**src/verilog/sdr_pkg.sv**
```systemverilog
// Purpose: Constants for the speed-detect / reverse-drive setup registers
// Assumes: Plain register port, 100 MHz clock
// Notes: Offsets are byte addresses on the register port
`default_nettype none
package sdr_pkg;
    // ========================================================
    // Addresses
    localparam logic [7:0] SDR_ADDR_ISD = 8'h80;
    localparam logic [7:0] SDR_ADDR_REV = 8'h82;
    localparam logic [31:0] SDR_RESET_VAL = 32'h0000_0000;
    localparam logic [31:0] SDR_ZERO = 32'h0000_0000;
    // ========================================================
    // Initial-speed-detect fields
    localparam int SDR_COAST_LSB = 9;
    localparam int SDR_COAST_W = 4;
    localparam int SDR_EMF_LSB = 6;
    localparam int SDR_EMF_W = 3;
    localparam int SDR_HANDOFF_LSB = 2;
    localparam int SDR_HANDOFF_W = 4;
    localparam int SDR_CURCAP_LSB = 0;
    localparam int SDR_CURCAP_W = 2;
    // ========================================================
    // Reverse-drive fields
    localparam int SDR_PARITY_BIT = 31;
    localparam int SDR_A1_LSB = 27;
    localparam int SDR_A1_W = 4;
    localparam int SDR_A2_LSB = 23;
    localparam int SDR_A2_W = 4;
    localparam int SDR_BCUR_LSB = 20;
    localparam int SDR_BCUR_W = 3;
    localparam int SDR_KP_LSB = 10;
    localparam int SDR_KP_W = 10;
    localparam int SDR_KI_LSB = 0;
    localparam int SDR_KI_W = 10;
    // ========================================================
    // Coast duration per code, in ms (x1000 for 7.5 s handled as 7500)
    localparam int SDR_COAST_MS [16] = '{10, 50, 100, 200, 300, 400, 500,
        750, 1000, 2000, 3000, 4000, 5000, 7500, 10000, 15000};
    // Standstill level per code, mV
    localparam int SDR_EMF_MV [8] = '{50, 75, 100, 250, 500, 750, 1000,
        1500};
    // Handoff level per code, tenths of a percent of max speed
    localparam int SDR_HANDOFF_PM [16] = '{25, 50, 75, 100, 125, 150,
        200, 250, 300, 400, 500, 600, 700, 800, 900, 1000};
    // Current cap per code, mA
    localparam int SDR_CURCAP_MA [4] = '{1500, 2500, 3500, 5000};
    localparam int SDR_CLK_MHZ = 100;
endpackage
`default_nettype wire

```
**src/verilog/sdr_cfg.sv**
```systemverilog
// Purpose: Register bank for speed detect and reverse drive setup
// Assumes: Synchronous active-high reset, one clock
// Notes: Decoded levels are presented for the control core
`default_nettype none
module sdr_cfg
    import sdr_pkg::*;
(
    input wire logic clock_i,
    input wire logic rst_i,
    input wire logic [7:0] addr_i,
    input wire logic [31:0] wdata_i,
    input wire logic wr_i,
    input wire logic rd_i,
    output logic [31:0] rdata_o,
    output logic [31:0] isd_word_o,
    output logic [31:0] rev_word_o,
    output logic [15:0] coast_ms_o,
    output logic [10:0] standstill_mv_o,
    output logic [9:0] handoff_pm_o,
    output logic [12:0] current_cap_ma_o,
    output logic parity_o,
    output logic [3:0] accel_one_o,
    output logic [3:0] accel_two_o,
    output logic [2:0] brake_current_o,
    output logic [9:0] brake_kp_o,
    output logic [9:0] brake_ki_o
);
    // ========================================================
    // Storage
    logic [31:0] isd_reg, isd_next, rev_reg, rev_next;
    logic [31:0] rdata_reg, rdata_next;
    logic [15:0] coast_reg, coast_next;
    logic [10:0] emf_reg, emf_next;
    logic [9:0] hand_reg, hand_next;
    logic [12:0] cap_reg, cap_next;
    logic [SDR_COAST_W-1:0] coast_code;
    logic [SDR_EMF_W-1:0] emf_code;
    logic [SDR_HANDOFF_W-1:0] hand_code;
    logic [SDR_CURCAP_W-1:0] cap_code;

    // Write and readback path, full word stored so readback is exact
    always_comb begin
        isd_next = isd_reg;
        rev_next = rev_reg;
        rdata_next = SDR_ZERO;
        if (wr_i && addr_i == SDR_ADDR_ISD) begin
            isd_next = wdata_i;
        end
        if (wr_i && addr_i == SDR_ADDR_REV) begin
            rev_next = wdata_i;
        end
        if (rd_i) begin
            case (addr_i)
                SDR_ADDR_ISD: rdata_next = isd_reg;
                SDR_ADDR_REV: rdata_next = rev_reg;
                default: rdata_next = SDR_ZERO; // Unmapped reads zero
            endcase
        end
    end

    // Decode codes into physical levels, from the next word so that
    // the decoded outputs line up with the stored word
    always_comb begin
        coast_code = isd_next[SDR_COAST_LSB +: SDR_COAST_W];
        emf_code = isd_next[SDR_EMF_LSB +: SDR_EMF_W];
        hand_code = isd_next[SDR_HANDOFF_LSB +: SDR_HANDOFF_W];
        cap_code = isd_next[SDR_CURCAP_LSB +: SDR_CURCAP_W];
        coast_next = 16'(SDR_COAST_MS[coast_code]);
        emf_next = 11'(SDR_EMF_MV[emf_code]);
        hand_next = 10'(SDR_HANDOFF_PM[hand_code]);
        cap_next = 13'(SDR_CURCAP_MA[cap_code]);
    end

    // Registers
    always_ff @(posedge clock_i) begin
        if (rst_i) begin
            isd_reg <= SDR_RESET_VAL;
            rev_reg <= SDR_RESET_VAL;
            rdata_reg <= SDR_ZERO;
            coast_reg <= 16'(SDR_COAST_MS[0]);
            emf_reg <= 11'(SDR_EMF_MV[0]);
            hand_reg <= 10'(SDR_HANDOFF_PM[0]);
            cap_reg <= 13'(SDR_CURCAP_MA[0]);
        end else begin
            isd_reg <= isd_next;
            rev_reg <= rev_next;
            rdata_reg <= rdata_next;
            coast_reg <= coast_next;
            emf_reg <= emf_next;
            hand_reg <= hand_next;
            cap_reg <= cap_next;
        end
    end

    // ========================================================
    // Outputs, all straight from flip-flops
    assign rdata_o = rdata_reg;
    assign isd_word_o = isd_reg;
    assign rev_word_o = rev_reg;
    assign coast_ms_o = coast_reg;
    assign standstill_mv_o = emf_reg;
    assign handoff_pm_o = hand_reg;
    assign current_cap_ma_o = cap_reg;
    assign parity_o = rev_reg[SDR_PARITY_BIT];
    assign accel_one_o = rev_reg[SDR_A1_LSB +: SDR_A1_W];
    assign accel_two_o = rev_reg[SDR_A2_LSB +: SDR_A2_W];
    assign brake_current_o = rev_reg[SDR_BCUR_LSB +: SDR_BCUR_W];
    assign brake_kp_o = rev_reg[SDR_KP_LSB +: SDR_KP_W];
    assign brake_ki_o = rev_reg[SDR_KI_LSB +: SDR_KI_W];
endmodule
`default_nettype wire

```
**config.mk**
```make
export PLATFORM = sky130hd
export DESIGN_NAME = sdr_cfg
export DESIGN_NICKNAME = d
export VERILOG_FILES = /design/src/verilog/sdr_pkg.sv /design/src/verilog/sdr_cfg.sv
export SDC_FILE = /design/constraint.sdc
export NUM_CORES = 1
export LEC_CHECK = 0
export BUFFER_PORTS_ARGS = -buffer_cell sky130_fd_sc_hd__buf_4
export CAP_MARGIN = 20
export CORE_MARGIN = 2
export CORE_UTILIZATION = 35
export CTS_BUF_LIST = sky130_fd_sc_hd__clkbuf_4 sky130_fd_sc_hd__clkbuf_8
export CTS_CLUSTER_SIZE = 12
export DETAILED_ROUTE_END_ITERATION = 7
export GPL_TIMING_DRIVEN = 0
export MAX_ROUTING_LAYER = met4
export PLACE_DENSITY = 0.71
export SLEW_MARGIN = 20
export SYNTH_ARGS = -nofsm -noshare
export SYNTH_HDL_FRONTEND = slang
export SYNTH_SLANG_ARGS = --single-unit
```
**constraint.sdc**
```tcl
create_clock -name clock_i -period 3.62 [get_ports clock_i]
set_input_delay 0.724 -clock clock_i [delete_from_list [all_inputs] [get_ports clock_i]]
set_output_delay 0.724 -clock clock_i [all_outputs]
set_load 0.05 [all_outputs]
```
==> impl_metrics.py <==
metrics = {
    "grt": {
        "overflow": 0,
        "grt_pass1_wl_um": 25500,
        "grt_pass1_vias": 4724,
        "track_usage": 0.207,
        "grt_max_degree": 17,
        "antenna_found_initial": 0,
    },
    "power_and_ir_drop": {
        "ir_drop_uv": 235,
        "power_density_nw_per_um2": 376,
        "leakage_nw": 3.58,
        "power.switching_mw": 0.679,
        "p_int_mw": 2.30,
        "p_total_mw": 2.98,
        "swShare": 0.228,
        "p_comb_frac": 0.046,
        "p_seq_frac": 0.510,
        "p_clk_frac": 0.444,
    },
    "synthesis": {
        "yosys_warnings": 0,
        "synth-xor-area-share": 0.00311,
        "syn_area_um2": 5630,
        "synth_edf_count": 0,
        "synth.most_common_cell": "dfxtp_1",
        "synthMuxAreaShare": 0.0513,
        "synth_adder_area_share": 0.0445,
        "synth_cells": 625,
        "ys.flop_type": "dfxtp_1",
        "synth_largest_area_cell": "dfxtp_1",
        "yosys-top-cells-area": "dfxtp_1, nand2_1, buf_4",
        "synth_seq_cells": 138,
        "synth-simple-area-share": 0.169,
        "async_reset_ff_frac": 0,
        "ys_seq_area_frac": 0.491,
        "synth_compound_area_frac": 0.144,
        "synth_area_per_cell_um2": 9.01,
        "yosys-top-cells-count": "dfxtp_1, nand2_1, a21oi_1",
        "synth.distinct_cells": 53,
        "synth_top_area_share": 0.491,
        "synth_top_family_by_area": "simple AND/OR/NAND/NOR gates",
    },
    "timing": {
        "relSlewSlack": 0.556,
        "fin_crit_sh": 0.776,
        "fmax_mhz": 356,
        "min_period_ns": 2.81,
        "worst_slew_pin_slew_ns": 0.666,
        "setup_tns_ns": 0,
        "rsz0062_at_grt": "false",
        "setup_viol": 0,
        "final_hold_viol_count": 0,
        "finClkSkew_ns": 0.0144,
        "drv_slew": 0,
    },
    "cts": {
        "cts_tree": "done",
        "cts_resized": 0,
        "cts.clk_slew.worst_paths_ns": 0.08,
        "cts_inserted_buffers": 17,
        "postCtsSetupRepairBufs": 0,
        "insertion_delay_ns": 0.44,
        "cts_buffer_depth": 2,
        "clockRootBuffer": "clkbuf_8",
        "cts_hold_buffers": 0,
        "cts.sinks": 138,
        "htree_levels": 4,
    },
    "placement": {
        "routabilityCongestion": 0.895,
        "hpwlAfterDp_um": 12900,
        "port-buffer-count": 212,
    },
    "final_layout": {
        "antenna_cells": 0,
        "syn2layout_area_growth_pct": 40.9,
        "drive_above_1_share": 0.356,
        "fillCellCount": 1514,
        "nets": 925,
    },
    "critical_path": {
        "crit_type": "in2reg",
        "reg2reg_slack_ns": 1.75,
        "critPathLaunchType": "input port",
        "r2r_end": "standstill_mv_o[1]$_SDFF_PP1_",
        "crit_end": "standstill_mv_o[1]$_SDFF_PP1_",
        "r2r-start": "isd_word_o[6]$_SDFF_PP0_",
        "crit_required_ns": 3.97,
        "r2r_cells": 5,
        "startpoint": "addr_i[6]",
        "critical_path.endpoint_type": "flop",
        "arrival_ns": 3.15,
        "crit_path_max_fanout": 10,
    },
    "floorplan": {
        "num_io_pins": 222,
        "die_y_um": 131,
        "rows": 46,
        "die-area_um2": 17100,
        "core-area_um2": 15800,
        "dieWidth_um": 131,
        "initial_core_util": 0.356,
    },
    "hold_path": {
        "hold_path_class": "reg2reg",
    },
    "routing": {
        "route.vias.total": 5125,
        "postRouteAntennaNets": 0,
        "drt_pass1_iterations": 4,
        "drt_iter0_drc": 239,
        "drt-total-wl_um": 17500,
        "via_per_inst": 4.71,
        "wl_per_cell_um": 16.1,
        "drc": 0,
    },
    "status": {
        "outcome": "finished, final reports clean",
    },
    "run": {
        "max_cap_viol_count": 0,
    },
}
-- logic make-up (layout without fill, tap and decap cells) --
family | Yosys count | in the layout
buffers and inverters | 99 | 342
and+or+nand+nor | 214 | 214
other | 2 | 7
muxes | 25 | 25
DFF | 138 | 138
adders and majority gates | 20 | 20
AOI/OAI and AO/OA | 125 | 125
xor gates and xnor gates | 2 | 2
-- registers in the layout, summed over array words and instances, names as in the netlist --
signal	count
rdata_o	32
standstill_mv_o	11
isd_word_o	32
rev_word_o	32
current_cap_ma_o	8
handoff_pm_o	10
coast_ms_o	13
-- layer usage --
| metal | up-vias | GRT usage | wire length (um) |
|---|---|---|---|
| met4 | 0 | 0.0795 | 191 |
| met1 | 2408 | 0.253 | 7640 |
| met5 | - | - | 0 |
| met2 | 189 | 0.329 | 8520 |
| li1 | 2516 | - | - |
| met3 | 12 | 0.0509 | 1170 |
-- power by group through the flow --
stage,registers (mW),clock network [mW],logic [mW]
3_5_place_dp,1.56,0,0.137
3_3_place_gp,1.56,0,0.137
2_1_floorplan,1.56,0,0.0597
5_1_grt,1.52,1.41,0.147
6_report,1.52,1.32,0.137
4_1_cts,1.52,1.35,0.138
-- through the flow --
| step | utilization | hold slack, ns | instance area [um2] | cells | setup WS, ns |
|---|---|---|---|---|---|
| 2_1_floorplan | - | 0.686 | 5650 | 630 | 0.909 |
| 3_3_place_gp | 0.474 | 0.460 | 7510 | 1058 | 0.395 |
| 3_5_place_dp | 0.474 | 0.465 | 7510 | 1058 | 0.325 |
| 4_1_cts | 0.501 | 0.476 | 7930 | 1089 | 0.825 |
| 5_1_grt | 0.501 | 0.496 | 7930 | 1089 | 0.739 |
| 6_report | 0.501 | 0.477 | 7930 | 1089 | 0.810 |
-- layout by cell type, fill, tap and decap left out, types with 3 or more instances in the layout --
cell type / n
a21oi_1: 61
or2_2: 4
a211oi_1: 4
clkbuf_8: 20
mux2i_1: 17
a22oi_1: 33
conb_1: 7
nor2b_1: 6
nand3_1: 4
bufinv_16: 3
ha_1: 20
clkinvlp_4: 3
inv_1: 14
nand4_1: 3
dfxtp_1: 138
nand2_1: 112
clkbuf_1: 31
buf_1: 3
buf_2: 8
a21o_1: 6
and3_1: 6
nand2b_1: 10
nor3b_1: 3
clkinv_2: 3
buf_4: 253
nor2_1: 55
mux2_2: 4
nor3_1: 4
-- critical path, stage by stage --
cell     delay [ns]
buf_4          0.12
nor4b_4        0.41
nand3_2        0.21
buf_6          0.22
mux2i_1        0.50
inv_1          0.24
ha_1           0.25
or2_2          0.28
a21o_1         0.18
-- area by class of cell --
type	instances	area, um2	share of cell area
timing repair buffer	212	1590	0.201
inverter	15	56.3	0.00710
buffer	84	487	0.0614
tap	216	270	0.0341
clock inverter	11	145	0.0183
sequential	138	2760	0.348
multi-input combinational	393	2340	0.295
clock buffer	20	275	0.0347
-- worst min path at each step --
stage | from | cells past startpoint | slack (ns) | end
floorplan | isd_word_o[13]$_SDFFE_PP0N_ | 2 | 0.69 | isd_word_o[13]$_SDFFE_PP0N_
global placement | isd_word_o[22]$_SDFFE_PP0N_ | 2 | 0.46 | isd_word_o[22]$_SDFFE_PP0N_
detailed placement | isd_word_o[17]$_SDFFE_PP0N_ | 2 | 0.47 | isd_word_o[17]$_SDFFE_PP0N_
CTS | isd_word_o[17]$_SDFFE_PP0N_ | 2 | 0.48 | isd_word_o[17]$_SDFFE_PP0N_
global route | wdata_i[24] | 3 | 0.50 | rev_word_o[24]$_SDFFE_PP0P_
finish | isd_word_o[17]$_SDFFE_PP0N_ | 2 | 0.48 | isd_word_o[17]$_SDFFE_PP0N_
No activity file was read; power rests on OpenSTA's default activity.
